<file path="src/hw/async_serial_map.svh">
`ifndef ASYNC_SERIAL_MAP_SVH
`define ASYNC_SERIAL_MAP_SVH

// Register byte offsets on the bus.
`define OFS_FLAG      8'h00
`define OFS_DATA      8'h04
`define OFS_CTRL_ONE  8'h08
`define OFS_CTRL_TWO  8'h0c
`define OFS_BAUD      8'h10

// Flag register bit positions.
`define FLG_EMPTY     7
`define FLG_DONE      6
`define FLG_FULL      5
`define FLG_IDLE      4
`define FLG_OVERRUN   3
`define FLG_NOISE     2
`define FLG_FRAMING   1

// Control register one bit positions.
`define C1_RX_NINTH   7
`define C1_TX_NINTH   6
`define C1_WORD9      4

// Control register two bit positions.
`define C2_EMPTY_EN   7
`define C2_DONE_EN    6
`define C2_RX_EN      5
`define C2_IDLE_EN    4
`define C2_TX_ON      3
`define C2_RX_ON      2
`define C2_BREAK      0

// Baud register field positions.
`define BR_COARSE_LSB 6
`define BR_TX_LSB     3
`define BR_RX_LSB     0

// Reset values.
`define RST_EMPTY     1'b1
`define RST_DONE      1'b1
`define RST_BAUD      8'h00

// Coarse prescaler factors and oversampling timing.
`define COARSE_0      11'h001
`define COARSE_1      11'h003
`define COARSE_2      11'h004
`define COARSE_3      11'h00d
`define SUB_LAST      4'hf
`define SUB_SMP_A     4'h7
`define SUB_SMP_B     4'h8
`define SUB_DECIDE    4'h9

`endif

</file>
<file path="src/hw/async_serial_pkg.sv">
package async_serial_pkg;

   // Bus request from the master and answer to it.
   typedef struct packed {
      logic        cyc;
      logic        stb;
      logic        we;
      logic [7:0]  adr;
      logic [3:0]  sel;
      logic [31:0] dat;
   } wb_req_t;

   typedef struct packed {
      logic        ack;
      logic [31:0] dat;
   } wb_rsp_t;

   // Transmit sequencer states.
   typedef enum logic [3:0] {
      TX_IDLE = 4'b0001,
      TX_SEND = 4'b0010,
      TX_BRK  = 4'b0100,
      TX_MARK = 4'b1000
   } tx_state_t;

   // Receive sequencer states.
   typedef enum logic [1:0] {
      RX_HUNT = 2'b01,
      RX_BITS = 2'b10
   } rx_state_t;

   // Whole state of the transceiver.
   typedef struct packed {
      logic        ack;
      logic [31:0] rdata;
      logic        word9;
      logic        tx_ninth;
      logic        rx_ninth;
      logic [3:0]  irq_en;
      logic        tx_on;
      logic        rx_on;
      logic        brk;
      logic [7:0]  baud;
      logic        empty;
      logic        done;
      logic        full;
      logic        idle;
      logic        ovr;
      logic        noise;
      logic        framing;
      logic        tx_arm;
      logic        rx_arm;
      logic [7:0]  hold;
      logic        hold_valid;
      logic        idle_pend;
      tx_state_t   tx_st;
      logic [10:0] tx_sh;
      logic [3:0]  tx_bits;
      logic [3:0]  tx_sub;
      logic [10:0] tx_div;
      rx_state_t   rx_st;
      logic [2:0]  rx_pin;
      logic        rx_line;
      logic [10:0] rx_div;
      logic [3:0]  rx_sub;
      logic [3:0]  rx_idx;
      logic [8:0]  rx_sh;
      logic [1:0]  smp;
      logic        rx_noise;
      logic [8:0]  rx_hold;
      logic [7:0]  idle_cnt;
      logic        idle_arm;
   } state_t;

endpackage : async_serial_pkg

</file>
<file path="src/hw/async_serial_transceiver.sv">
// Function
// - Words are 8 bits with word9 clear, 9 bits with it set.
// - Transmit pin low for start bit, high for stop bit.
// - Idle character is one whole frame of ones.
// - Break frames repeat while requested, then one extra one bit.
// - Transmit and receive each have their own baud generator.
// - Ninth transmitted bit comes from tx_ninth.
// - Data leaves LSB first through a holding buffer.
// - Enabling transmitter takes the pin and sends an idle frame first.
// - Empty and done flags clear by flag access then data write.
// - Write during a frame waits in holding buffer until frame ends.
// - Write while idle starts at once and sets empty.
// - Frame end sets done flag with its gated interrupt.
// - Empty flag requests an interrupt when enabled and unmasked.
// - Disabling transmitter drops held data; re-enabling queues idle frame.
// - Receiver shifts LSB first; ninth bit goes to rx_ninth.
// - Enabling receiver starts the hunt for a start bit.
// - Completed character fills holding buffer and sets full flag.
// - Full flag clears by flag access then data read.
// - Idle frame acts as a character plus the idle interrupt.
// - Character on full buffer sets overrun and keeps held data.
// - Noise sets noise flag with full flag, no own interrupt.
// - Missing stop bit or break sets framing flag with full flag.
// - Rate is clock over 16 times coarse factor times 2 power ratio.
//
// The Wishbone register port and the register addresses were chosen for this implementation.
`timescale 1ns/10ps
`include "async_serial_map.svh"

module async_serial_transceiver
(
   // Clock and reset.
   input  wire logic                    clk_sys,
   input  wire logic                    resetn,
   // Register bus.
   input  wire async_serial_pkg::wb_req_t wb_req,
   output      async_serial_pkg::wb_rsp_t wb_rsp,
   // Processor global interrupt mask, high masks all requests.
   input  wire logic                    irq_mask,
   output      logic                    irq_req,
   // Serial line.
   input  wire logic                    serial_rx_pin,
   output      logic                    tx_pin,
   output      logic                    tx_oe
);
   import async_serial_pkg::*;

   ////////////////////////////////////////////////////////////////////////
   // Reset release through two flip-flops.
   logic    rst_meta;
   logic    rst_n;
   state_t  s;
   state_t  next_s;

   always_ff @(posedge clk_sys or negedge resetn)
   begin
      if (!resetn)
      begin
         rst_meta <= 1'b0;
         rst_n    <= 1'b0;
      end
      else
      begin
         rst_meta <= 1'b1;
         rst_n    <= rst_meta;
      end
   end

   ////////////////////////////////////////////////////////////////////////
   // Cycles per sixteenth of a bit, less one.
   function automatic logic [10:0] div_load(input logic [1:0] sel, input logic [2:0] ratio);
      logic [10:0] f;
      f = `COARSE_0;
      unique case (sel)
         2'h0: f = `COARSE_0;
         2'h1: f = `COARSE_1;
         2'h2: f = `COARSE_2;
         2'h3: f = `COARSE_3;
      endcase
      return 11'((f << ratio) - 11'h001);
   endfunction : div_load

   ////////////////////////////////////////////////////////////////////////
   // Next state.
   logic        acc;
   logic        req;
   logic        tx_tick;
   logic        rx_tick;
   logic        tx_free;
   logic        bit_val;
   logic [3:0]  frame_bits;
   logic [7:0]  idle_len;
   logic [8:0]  word;
   logic        rx_done;
   logic        rx_idle_ev;
   logic        rx_frame_err;

   always_comb
   begin
      next_s       = s;
      acc          = wb_req.cyc && wb_req.stb && s.ack;
      req          = wb_req.cyc && wb_req.stb && !s.ack;
      frame_bits   = s.word9 ? 4'hb : 4'ha;
      idle_len     = s.word9 ? 8'hb0 : 8'ha0;
      tx_free      = 1'b0;
      bit_val      = 1'b0;
      word         = 9'h000;
      rx_done      = 1'b0;
      rx_idle_ev   = 1'b0;
      rx_frame_err = 1'b0;

      // Independent sixteenth-bit dividers for each direction.
      tx_tick = (s.tx_div == 11'h000);
      rx_tick = (s.rx_div == 11'h000);
      next_s.tx_div = tx_tick ? div_load(s.baud[`BR_COARSE_LSB +: 2], s.baud[`BR_TX_LSB +: 3])
                              : 11'(s.tx_div - 11'h001);
      next_s.rx_div = rx_tick ? div_load(s.baud[`BR_COARSE_LSB +: 2], s.baud[`BR_RX_LSB +: 3])
                              : 11'(s.rx_div - 11'h001);

      // Pin synchroniser; the line moves once stages two and three agree.
      next_s.rx_pin = {s.rx_pin[1:0], serial_rx_pin};
      if (s.rx_pin[1] == s.rx_pin[2])
         next_s.rx_line = s.rx_pin[2];

      ///////////////////////////////////////////////////////////////////
      // Transmitter bit timing.
      if (s.tx_st != TX_IDLE && tx_tick)
      begin
         next_s.tx_sub = 4'(s.tx_sub + 4'h1);
         if (s.tx_sub == `SUB_LAST)
         begin
            next_s.tx_sh   = {1'b1, s.tx_sh[10:1]};
            next_s.tx_bits = 4'(s.tx_bits - 4'h1);
            if (s.tx_bits == 4'h1)
            begin
               tx_free = 1'b1;
               if (s.tx_st != TX_MARK)
                  next_s.done = 1'b1;
            end
         end
      end
      if (s.tx_st == TX_IDLE)
         tx_free = 1'b1;

      // Pick the next frame once the line is free.
      if (tx_free)
      begin
         next_s.tx_st  = TX_IDLE;
         next_s.tx_sub = 4'h0;
         if (s.tx_on && s.idle_pend)
         begin
            next_s.tx_sh     = 11'h7ff;
            next_s.tx_bits   = frame_bits;
            next_s.tx_st     = TX_SEND;
            next_s.idle_pend = 1'b0;
         end
         else if (s.tx_on && s.brk)
         begin
            next_s.tx_sh   = 11'h000;
            next_s.tx_bits = frame_bits;
            next_s.tx_st   = TX_BRK;
         end
         else if (s.tx_st == TX_BRK)
         begin
            next_s.tx_sh   = 11'h7ff;
            next_s.tx_bits = 4'h1;
            next_s.tx_st   = TX_MARK;
         end
         else if (s.tx_on && s.hold_valid)
         begin
            // Start low, data LSB first, optional ninth, stop high.
            next_s.tx_sh = s.word9 ? {1'b1, s.tx_ninth, s.hold, 1'b0}
                                   : {2'b11, s.hold, 1'b0};
            next_s.tx_bits    = frame_bits;
            next_s.tx_st      = TX_SEND;
            next_s.hold_valid = 1'b0;
            next_s.empty      = 1'b1;
         end
      end

      ///////////////////////////////////////////////////////////////////
      // Receiver: hunt, then sample each bit at sixteenths 7, 8 and 9.
      if (!s.rx_on)
      begin
         next_s.rx_st = RX_HUNT;
      end
      else if (rx_tick)
      begin
         unique case (s.rx_st)
            RX_HUNT:
            begin
               if (!s.rx_line)
               begin
                  next_s.rx_st    = RX_BITS;
                  next_s.rx_sub   = 4'h1;
                  next_s.rx_idx   = 4'h0;
                  next_s.rx_noise = 1'b0;
                  next_s.idle_cnt = 8'h00;
               end
               else if (s.idle_arm)
               begin
                  next_s.idle_cnt = 8'(s.idle_cnt + 8'h01);
                  if (s.idle_cnt == 8'(idle_len - 8'h01))
                  begin
                     rx_idle_ev      = 1'b1;
                     next_s.idle_arm = 1'b0;
                  end
               end
            end
            RX_BITS:
            begin
               next_s.rx_sub = 4'(s.rx_sub + 4'h1);
               if (s.rx_sub == `SUB_SMP_A)
                  next_s.smp[0] = s.rx_line;
               if (s.rx_sub == `SUB_SMP_B)
                  next_s.smp[1] = s.rx_line;
               if (s.rx_sub == `SUB_DECIDE)
               begin
                  bit_val = (s.smp[0] & s.smp[1]) | (s.smp[0] & s.rx_line)
                          | (s.smp[1] & s.rx_line);
                  if (!(s.smp[0] == s.rx_line && s.smp[1] == s.rx_line))
                     next_s.rx_noise = 1'b1;
                  next_s.rx_idx = 4'(s.rx_idx + 4'h1);
                  if (s.rx_idx == 4'h0 && bit_val)
                     next_s.rx_st = RX_HUNT;
                  else if (s.rx_idx == 4'(frame_bits - 4'h1))
                  begin
                     rx_done         = 1'b1;
                     rx_frame_err    = !bit_val;
                     next_s.rx_st    = RX_HUNT;
                     next_s.idle_arm = 1'b1;
                  end
                  else if (s.rx_idx != 4'h0)
                     next_s.rx_sh = {bit_val, s.rx_sh[8:1]};
               end
            end
            default:
               next_s.rx_st = RX_HUNT;
         endcase
      end

      ///////////////////////////////////////////////////////////////////
      // Bus: answer one cycle after the request, effects at the ack edge.
      next_s.ack = req;
      if (req)
      begin
         next_s.rdata = 32'h0000_0000;
         unique case (wb_req.adr)
            `OFS_FLAG:
               next_s.rdata[7:0] = {s.empty, s.done, s.full, s.idle, s.ovr,
                                    s.noise, s.framing, 1'b0};
            `OFS_DATA:
               next_s.rdata[7:0] = s.rx_hold[7:0];
            `OFS_CTRL_ONE:
               next_s.rdata[7:0] = {s.rx_ninth, s.tx_ninth, 1'b0, s.word9, 4'h0};
            `OFS_CTRL_TWO:
               next_s.rdata[7:0] = {s.irq_en, s.tx_on, s.rx_on, 1'b0, s.brk};
            `OFS_BAUD:
               next_s.rdata[7:0] = s.baud;
            default:
               next_s.rdata = 32'h0000_0000;
         endcase
      end
      if (acc && wb_req.adr == `OFS_FLAG)
      begin
         next_s.tx_arm = 1'b1;
         next_s.rx_arm = 1'b1;
      end
      if (acc && wb_req.adr == `OFS_DATA)
      begin
         if (wb_req.we && wb_req.sel[0])
         begin
            next_s.hold       = wb_req.dat[7:0];
            next_s.hold_valid = 1'b1;
            if (s.tx_arm)
            begin
               next_s.empty = 1'b0;
               next_s.done  = tx_free && s.tx_st != TX_IDLE && s.tx_st != TX_MARK;
            end
            next_s.tx_arm = 1'b0;
         end
         if (!wb_req.we)
         begin
            if (s.rx_arm)
            begin
               next_s.full    = 1'b0;
               next_s.ovr     = 1'b0;
               next_s.noise   = 1'b0;
               next_s.framing = 1'b0;
               next_s.idle    = 1'b0;
            end
            next_s.rx_arm = 1'b0;
         end
      end
      if (acc && wb_req.we && wb_req.sel[0])
      begin
         if (wb_req.adr == `OFS_CTRL_ONE)
         begin
            next_s.tx_ninth = wb_req.dat[`C1_TX_NINTH];
            next_s.word9    = wb_req.dat[`C1_WORD9];
         end
         if (wb_req.adr == `OFS_CTRL_TWO)
         begin
            next_s.irq_en = wb_req.dat[`C2_EMPTY_EN -: 4];
            next_s.tx_on  = wb_req.dat[`C2_TX_ON];
            next_s.rx_on  = wb_req.dat[`C2_RX_ON];
            next_s.brk    = wb_req.dat[`C2_BREAK];
            if (wb_req.dat[`C2_TX_ON] && !s.tx_on)
               next_s.idle_pend = 1'b1;
            if (!wb_req.dat[`C2_TX_ON])
               next_s.hold_valid = 1'b0;
            if (wb_req.dat[`C2_RX_ON] && !s.rx_on)
            begin
               next_s.idle_arm = 1'b1;
               next_s.idle_cnt = 8'h00;
            end
         end
         if (wb_req.adr == `OFS_BAUD)
            next_s.baud = wb_req.dat[7:0];
      end

      ///////////////////////////////////////////////////////////////////
      // Character completion; hardware sets win over the clear above.
      word = s.word9 ? s.rx_sh : {1'b0, s.rx_sh[8:1]};
      if (rx_done || rx_idle_ev)
      begin
         if (s.full)
            next_s.ovr = 1'b1;
         else
         begin
            next_s.rx_hold  = rx_idle_ev ? 9'h1ff : word;
            next_s.rx_ninth = rx_idle_ev ? 1'b1 : word[8];
            next_s.full     = 1'b1;
            next_s.noise    = rx_done && s.rx_noise | next_s.rx_noise;
            next_s.framing  = rx_frame_err;
            next_s.idle     = rx_idle_ev;
         end
      end
   end

   ////////////////////////////////////////////////////////////////////////
   // State register.
   always_ff @(posedge clk_sys or negedge rst_n)
   begin
      if (!rst_n)
      begin
         s          <= '0;
         s.tx_st    <= TX_IDLE;
         s.rx_st    <= RX_HUNT;
         s.empty    <= `RST_EMPTY;
         s.done     <= `RST_DONE;
         s.baud     <= `RST_BAUD;
         s.rx_pin   <= 3'h7;
         s.rx_line  <= 1'b1;
      end
      else
         s <= next_s;
   end

   ////////////////////////////////////////////////////////////////////////
   // Outputs.
   assign wb_rsp.ack = s.ack;
   assign wb_rsp.dat = s.rdata;
   assign tx_oe      = s.tx_on || s.tx_st != TX_IDLE;
   assign tx_pin     = (s.tx_st == TX_IDLE) ? 1'b1 : s.tx_sh[0];

   // One request line for all enabled, unmasked events.
   assign irq_req = !irq_mask && ((s.empty && s.irq_en[3])
                                  || (s.done && s.irq_en[2])
                                  || ((s.full || s.ovr) && s.irq_en[1])
                                  || (s.idle && s.irq_en[0]));

endmodule : async_serial_transceiver

</file>
<file path="config.mk">
export PLATFORM = sky130hd
export DESIGN_NAME = async_serial_transceiver
export DESIGN_NICKNAME = d
export VERILOG_FILES = /design/src/hw/async_serial_pkg.sv /design/src/hw/async_serial_transceiver.sv
export VERILOG_INCLUDE_DIRS = /design/src /design/src/hw
export SDC_FILE = /design/constraint.sdc
export NUM_CORES = 1
export LEC_CHECK = 0
export BUFFER_PORTS_ARGS = -buffer_cell sky130_fd_sc_hd__buf_2
export CORE_MARGIN = 4
export CORE_UTILIZATION = 55
export DETAILED_ROUTE_END_ITERATION = 10
export PLACE_DENSITY = 0.76
export SLEW_MARGIN = 30
export SYNTH_ARGS = -nofsm -noshare
export SYNTH_HDL_FRONTEND = slang
export SYNTH_SLANG_ARGS = --single-unit
</file>
<file path="constraint.sdc">
create_clock -name clk_sys -period 7.17 [get_ports clk_sys]
set_clock_uncertainty 0.05 [all_clocks]
set_input_delay 0.3585 -clock clk_sys [delete_from_list [all_inputs] [get_ports clk_sys]]
set_output_delay 0.3585 -clock clk_sys [all_outputs]
set_load 0.005 [all_outputs]
</file>
==> results.toml, run 1 <==
[synthesis]
ys.flop_type = "dfrtp_1"
synth-seq-cells = 136
postSynthCellCount = 795
synthTopCellsByCount = "dfrtp_1, nand2_1, nor2_1"
synthArstFlopShare = 1.000
synth_most_common_cell = "dfrtp_1"
synth_largest_area_cell = "dfrtp_1"
yosysUniqueCellTypes = 77
netlist_area_sq_um = 7535
ys_warn_count = 0
synth_edf_count = 0
yosys.area.top_type_share = 0.4251
synth_top_cells_by_area = "dfrtp_1, nand2_1, o21ai_0, buf_4, nor2_1"
yosysSeqAreaShare = 0.4530
avgSynthCellArea_sq_um = 9.478

[timing]
finalWorstSetupSlack_ns = 4.203
slew-limit-headroom = 0.3471
finalHoldViolCount = 0
setup-tns-final_ns = 0
worst_pin_slew_ns = 0.9751
rsz0062_at_grt = "false"
whs_ns = 0.1588
setup_viol = 0
drv_slew = 0
max_freq_mhz = 337.0
period_share = 0.4138
finalCriticalPeriod_ns = 2.967

[global_route]
grt_max_degree = 84
track_usage = 0.2193
grt_pass1_wl_um = 28570
grt_pass1_vias = 5825
use_met3 = 0.04733
grtUsageMet2 = 0.3657
grt.busiest_layer = "met2"
antenna_found_initial = 0
grt_remaining_overflow = 0
grtUsageMet1 = 0.2834

[die]
die_x_um = 125.0
chipHeight_um = 125.0
rows = 42
io_pins = 87
fp.dieArea_sq_um = 15640
initial_utilization = 0.5645
core_sq_um = 13350

[critical_path]
reg2reg_from = "s[115]"
reg2reg_slack_ns = 4.20
path_class = "flip-flop to flip-flop"
r2r_end = "s[48]"
end_kind = "flip-flop"
cpPeakStageDelay_ns = 0.80
critPathSlowestCell = "dfrtp_1"
ff2ff_path_depth = 9
crit_required_ns = 7.42
cp_max_fo = 24
crit_chain = "nor2b_1 -> nor3_1 -> a21oi_1 -> ha_1 -> nand2_1 -> a31oi_1 -> nor3b_1 -> nand4_1 -> xor2_1"
crit_arrival_ns = 3.21
start_kind = "flip-flop"

[cells_and_area]
final_util = 0.6187
fin_area_sq_um = 8258
final_nets = 873
syn_to_final_growth_pct = 9.598
drive_gt1_frac = 0.1600
fin_cells = 995
insertedDiodeCount = 0

[clock_network]
clk_pin_slew_worst_paths_ns = 0.06
clk_path_buf_depth = 2
clock_latency_ns = 0.42
clock-sinks = 136
cts_buffers = 17
cts_root_buf = "clkbuf_16"
htree_levels = 4
cts_tree = "yes"
cts_setup_buffers = 0

[routing]
drc_errors = 0
routed_wirelength_um = 16850
first_iter_violations = 447
drtAntennaViolNets = 0
wire_per_inst_um = 16.93
dr_total_vias = 6043
vias_per_cell = 6.073
drtPass1Iterations = 5

[place]
place_inst = 962
place_congestion = 0.8715
dp_hpwl_um = 11720
placed_cell_area_sq_um = 7637
port_buffers = 35
place_ws_ns = 4.266

[power]
leakagePower_nw = 3.682
finalPower_mw = 1.894
pwr_density_cell_nw_per_um2 = 229.3
ir_drop_uv = 219.3

[worst_hold_path]
hold_start = "wb_req[1]"
hold_class = "primary input to flip-flop"
min_delay_path_depth = 3
hold_end = "s[92]"

[run_status]
run_status = "finished, final reports clean"

[run]
maxCapViolCount = 0
[layout make-up]
| class | instances | area [sq um] |
|---|---|---|
| Fill cell | 1088 | 5090 |
| Multi-Input combinational cell | 590 | 3712 |
| Clock buffer | 21 | 480.5 |
| Sequential cell | 136 | 3417 |
| Tap cell | 176 | 220.2 |
| Clock inverter | 10 | 120.1 |
| Inverter | 21 | 78.83 |
| Timing Repair Buffer | 41 | 229.0 |
[layout by cell type (no fill, tap or decap), types with 10 or more instances in the layout]
cell type  count
a21oi_1       39
a31oi_1       17
buf_2         35
clkbuf_16     17
conb_1        25
dfrtp_1      127
ha_1          15
inv_1         21
mux2_2        19
mux2i_1       16
nand2_1      116
nand3_1       12
nand4_1       10
nor2_1        59
nor3_1        19
nor4_1        10
o21ai_0       50
xnor2_1       11
xor2_1        12
[flip-flops by register name (all words and copies together), names as in the netlist]
name / flops
rst_meta: 1
wb_rsp: 9
s: 123
next_s: 2
rst_n: 1
[where the power goes]
group	switching (mW)	internal (mW)	leakage, nW
Combinational	0.104	0.0665	1.72
Clock	0.326	0.546	0.279
Sequential	0.0422	0.808	1.69
[routing by layer]
layer  share of wire  up-vias
li1                -     2829
met1            0.43     2994
met2            0.50      182
met3           0.048       38
met4           0.023        0
met5               0        -
[what timing repair did]
item / in CTS / in global routing
resized for setup: 0 / 0
endpoints found under the hold margin: 3 / 0
hold buffers: 2 / 0
[cells by family after synthesis]
| logic type | Yosys count | share of synthesized area |
|---|---|---|
| AOI/OAI and AO/OA | 184 | 0.1617 |
| xor gates and xnor gates | 23 | 0.02673 |
| adders and majority gates | 16 | 0.02624 |
| buffers and inverters | 92 | 0.06576 |
| DFF | 136 | 0.4530 |
| muxes | 44 | 0.06759 |
| other | 2 | 0.0009967 |
| and+or+nand+nor | 298 | 0.1979 |
[worst max-delay path: cells and delay by family, from the launching register on]
kind | cells | cell delay [ns]
flops | 1 | 0.80
simple gates | 5 | 1.09
fa+ha+maj | 1 | 0.23
compound gates | 2 | 0.48
xor+xnor | 1 | 0.19
[worst max path at each step]
stage	cells after the start	end	startpoint	slack, ns
floorplan	0	s[0]	rst_n	3.06
global placement	10	s[48]	s[115]	4.31
detailed placement	9	s[46]	s[41]	4.27
CTS	9	s[46]	s[40]	4.25
global route	10	s[46]	s[115]	3.93
finish	9	s[48]	s[115]	4.20
(Power assumes the default switching activity.)
==> run 2: changes to the inputs <==
- CORE_UTILIZATION: 55 -> 53
- clock period: 7.17 -> 2.4 ns (I/O delays scaled with it)
==> run 2 against run 1 <==
  * The run now ends with setup timing left
  * Register-to-register slack got worse by 4.3 ns
  * Die area up 3.5%
  * Clock power rose to 2.9 times the previous value
  * Utilization rose by 3.4 points
  * Critical endpoint is now s[9]
  * Highest routed layer unchanged
==> results.toml, run 2 (synthesized netlist as in run 1, its figures left out) <==
[global_route]
grt_pass1_vias = 5891
grt_remaining_overflow = 0
grt_max_degree = 66
track_usage = 0.2172
grt_pass1_wl_um = 28620
antenna_found_initial = 0

[clock_network]
clock_latency_ns = 0.42
cts_buffers = 17
htree_levels = 4
cts_root_buf = "clkbuf_16"
clock-sinks = 136
cts_tree = "yes"
clk_pin_slew_worst_paths_ns = 0.06
clk_path_buf_depth = 2

[cells_and_area]
final_util = 0.6524
syn_to_final_growth_pct = 20.19
mostFrequentLayoutCells = "dfrtp_1, nand2_1, buf_4, nor2_1, o21ai_0"
final_nets = 949
fin_cells = 1076
top_register = "s"
insertedDiodeCount = 0
multi_input_area_sq_um = 3856
drive_gt1_frac = 0.2511
fillers = 1058
mostFrequentLayoutCell = "dfrtp_1"
largest_reg_flops = 123
register_area_sq_um = 3417
fin_area_sq_um = 9056

[place]
dp_hpwl_um = 12340
place_congestion = 0.9180
place_inst = 1021
placed_cell_area_sq_um = 8095
port_buffers = 35
place_ws_ns = -0.01514

[critical_path]
crit_chain = "or4_4 -> nor4_4 -> buf_4 -> nand4_1 -> a21oi_4 -> clkbuf_16 -> nor2_2 -> a31oi_1"
crit_required_ns = 2.69
start_kind = "flip-flop"
critPathSlowestCell = "or4_4"
path_class = "flip-flop to flip-flop"
crit_arrival_ns = 2.81
cpPeakStageDelay_ns = 0.58
ff2ff_path_depth = 8
cp_max_fo = 4
end_kind = "flip-flop"

[power]
pwr_density_cell_nw_per_um2 = 636.6
p_clk_frac = 0.435
internal-power_mw = 4.231
switching_share = 0.2662
ir_drop_uv = 601.7
leakagePower_nw = 4.065
switching_power_mw = 1.535
p_comb_frac = 0.129
seqPwrFrac = 0.436
finalPower_mw = 5.765

[run]
maxCapViolCount = 0

[run_status]
violations = "setup timing"
run_status = "finished, violations left"

[worst_hold_path]
min_delay_path_depth = 4
hold_class = "primary input to flip-flop"

[routing]
routed_wirelength_um = 18010
wire_per_inst_um = 16.74
drtAntennaViolNets = 0
dr_total_vias = 6187
first_iter_violations = 371
drc_errors = 0
drtPass1Iterations = 5
vias_per_cell = 5.750

[die]
core_sq_um = 13880
initial_utilization = 0.5428
rows = 43
die_x_um = 127.2
chipHeight_um = 127.2
fp.dieArea_sq_um = 16190
io_pins = 87

[timing]
finalCriticalPeriod_ns = 2.527
finalWorstSetupSlack_ns = -0.1274
max_freq_mhz = 395.7
rsz0062_at_grt = "true"
whs_ns = 0.1311
setup-tns-final_ns = -1.442
worst_pin_slew_ns = 0.4923
setup_viol = 21
slew-limit-headroom = 0.6683
finalHoldViolCount = 0
period_share = 1.053
drv_slew = 0
run 2: changes by cell type in the layout (fill, tap and decap cells not counted), moves of 5 or more:
cell,delta
dlygate4sd3_1,+10
buf_4,+59
nor2_1,-9
nor4_1,-5
nor4_2,+5
nor2_2,+8
run 2: worst paths after layout:
| check | start | to | slack (ns) |
|---|---|---|---|
| min reg2reg | rst_n | s[79] | 0.18 |
| min in group asynchronous | rst_n | s[79] | 0.18 |
| min | wb_req[45] | wb_rsp[32] | 0.13 |
| max reg2reg | s[40] | s[9] | -0.13 |
| max | s[40] | s[9] | -0.13 |
| max in group asynchronous | rst_n | s[49] | 1.41 |
run 2: per-layer routing:
| metal | track usage | part of all wire | wire length [um] | vias to the layer above |
|---|---|---|---|---|
| li1 | - | - | - | 2974 |
| met1 | 0.2839 | 0.43 | 7822 | 3026 |
| met2 | 0.3652 | 0.50 | 9086 | 156 |
| met3 | 0.04640 | 0.045 | 813 | 31 |
| met4 | 0.06498 | 0.016 | 286 | 0 |
| met5 | 0 | 0 | 0 | - |
run 2: critical path, delay by kind of cell (launching register included):
kind	cells	cell delay, ns
AO/OA/AOI/OAI	2	0.47
AND/OR/NAND/NOR	4	1.15
buffers and inverters	2	0.38
flip-flops	1	0.38
run 2: final cells by class:
cell class,count,area share
multi-input cells,590,0.4258
clock inverters,13,0.01340
repair buffers,117,0.09989
flip-flops and latches,136,0.3773
well taps,180,0.02487
clock buffers,19,0.05001
inverters,21,0.008704
run 2: what timing repair did:
item | CTS | global route
hold buffers | 12 | 0
hold endpoints to repair | 30 | 0
pin swaps | 2 | 9
gates resized for setup | 1 | 37
endpoints found under the setup margin | 15 | 29
setup buffers | 4 | 4
cloned | 0 | 3
run 2: power by group through the flow:
stage               registers (mW)  clock network (mW)  logic, mW
finish                        2.51                2.51      0.744
detailed placement            2.55                   0      0.639
global placement              2.54                   0      0.620
global route                  2.53                2.66      0.818
floorplan                     2.56                   0      0.401
CTS                           2.50                2.54      0.685
==> run 3: changes to the inputs <==
- CAP_MARGIN: unset -> 0
- CORE_UTILIZATION: 53 -> 50
- PLACE_DENSITY: 0.76 -> 0.73
==> run 3 against run 2 <==
  * The flow still finishes with violations (setup timing)
  * Largest cell class unchanged
  * Cell count down 0.37%
  * Worst hold slack improved by 0.0050 ns
  * Largest power group is now clock
  * Register-to-register slack gained 0.11 ns
  * Final area is 0.44% lower
  * Critical path depth down 1
  * Setup slack gained 0.11 ns
  * Maximum frequency increased by 4.3%
  * Clock-buffer cell count increased by 5
  * Sequential share of layout area increased by 0.17 points
  * Non-clock buffer count down 8
==> results.toml, run 3 (synthesized netlist as in run 1, its figures left out) <==
[timing]
finalHoldViolCount = 0
drv_slew = 0
finalWorstSetupSlack_ns = -0.02221
setup_viol = 2
finalCriticalPeriod_ns = 2.422
slew-limit-headroom = 0.5217
whs_ns = 0.1361
max_freq_mhz = 412.8
rsz0062_at_grt = "true"
setup-tns-final_ns = -0.02525
period_share = 1.009
worst_pin_slew_ns = 0.7174

[die]
fp.dieArea_sq_um = 17100
die_x_um = 130.8
rows = 44
chipHeight_um = 130.8
initial_utilization = 0.5145
io_pins = 87
core_sq_um = 14640

[clock_network]
clk_path_buf_depth = 2
cts_buffers = 17
clock-sinks = 136
htree_levels = 4
clock_latency_ns = 0.42
cts_root_buf = "clkbuf_16"
cts_tree = "yes"
clk_pin_slew_worst_paths_ns = 0.05

[global_route]
grt_pass1_wl_um = 28590
grt_pass1_vias = 5889
grt_max_degree = 135
grt_remaining_overflow = 0
track_usage = 0.2095
antenna_found_initial = 0

[critical_path]
crit_arrival_ns = 2.72
cp_max_fo = 3
crit_path_frequent_cell = "buf_4"
start_kind = "flip-flop"
path_class = "flip-flop to flip-flop"
cp_top_family = "simple AND/OR/NAND/NOR gates"
crit_chain = "or4_4 -> nor4_4 -> buf_4 -> nand4_1 -> buf_4 -> or3_1 -> o21ai_1"
cp_num_buf_inv = 2
critPathSlowestCell = "or4_4"
crit_required_ns = 2.69
cpPeakStageDelay_ns = 0.58
end_kind = "flip-flop"

[routing]
dr_total_vias = 6165
drtPass1Iterations = 6
wl_met3_um = 902
wire_per_inst_um = 16.48
vias_per_cell = 5.751
routed_wirelength_um = 17670
drtAntennaViolNets = 0
wl_met2_um = 8590
drc_errors = 0
wl_met1_um = 7853
first_iter_violations = 423
maxUsedRoutingLayer = "met4"

[cells_and_area]
fin_area_sq_um = 9016
final_util = 0.6157
largest_reg_flops = 123
final_nets = 941
drive_gt1_frac = 0.2342
syn_to_final_growth_pct = 19.66
mostFrequentLayoutCells = "dfrtp_1, nand2_1, nor2_1, buf_4, o21ai_0"
insertedDiodeCount = 0
top_register = "s"
mostFrequentLayoutCell = "dfrtp_1"

[place]
port_buffers = 35
placed_cell_area_sq_um = 8083
dp_hpwl_um = 11930
place_congestion = 0.9184

[power]
finalPower_mw = 6.030
pwr_density_cell_nw_per_um2 = 668.8
ir_drop_uv = 679.2
leakagePower_nw = 4.044

[run]
maxCapViolCount = 0

[run_status]
violations = "setup timing"
run_status = "finished, violations left"

[worst_hold_path]
hold_class = "primary input to flip-flop"
## run 3: cell count changes in the layout (fill, tap and decap cells not counted), moves of 2 or more
cell,previous run,this run
nor2_1,50,57
nor2_2,8,1
buf_4,62,57
clkinvlp_4,5,1
bufinv_16,1,4
clkbuf_1,0,3
clkinv_4,3,0
o21ai_1,1,4
buf_6,3,1
clkbuf_16,19,17
clkbuf_8,2,4
inv_6,2,0
o21ai_2,2,0
## run 3: final cells by class
class                   count  area [sq um]
fillers                  1204          5628
multi-input cells         590          3841
flip-flops and latches    136          3417
repair buffers            109         814.5
clock buffers              24         491.7
well taps                 184         230.2
clock inverters             8         142.6
inverters                  21         78.83
## run 3: report_power, final
group | internal, mW | switching [mW]
Combinational | 0.331 | 0.417
Clock | 1.84 | 0.941
Sequential | 2.41 | 0.0840
Total | 4.59 | 1.44
## run 3: per-stage QoR
step | setup slack [ns] | std cells
finish | -0.02221 | 1072
global route | -0.09762 | 1072
CTS | -0.004948 | 1066
detailed placement | -0.02852 | 1021
global placement | 0.01689 | 1021
floorplan | 0.01104 | 818
## run 3: what timing repair did
action / 4_1_cts / 5_1_grt
buffers inserted: 1 / 7
endpoints found under the hold margin: 30 / 0
pin swaps: 2 / 10
endpoints found under the setup margin: 17 / 37
gates resized for setup: 3 / 27
hold buffers: 12 / 0
## run 3: path summary, 6_finish.rpt
path                            cells past startpoint  slack [ns]        from         end
worst max-delay path                                7       -0.02       s[48]      s[101]
worst min-delay path                                4        0.14  wb_req[45]  wb_rsp[32]
worst max register to register                      7       -0.02       s[48]      s[101]
worst min register to register                      0        0.30    rst_meta       rst_n
max in group asynchronous                           1        1.37       rst_n        s[1]
min in group asynchronous                           1        0.39       rst_n   wb_rsp[6]
## run 3: worst min-delay path, stage by stage
cell and delay (ns):
buf_2 0.10, nand2_1 0.04, or2_2 0.22, inv_1 0.07
## run 3: layer usage
layer | GRT usage | vias to the layer above
met1 | 0.2708 | 2992
met5 | 0 | -
met4 | 0.07925 | 0
met2 | 0.3464 | 177
met3 | 0.04553 | 30
li1 | - | 2966
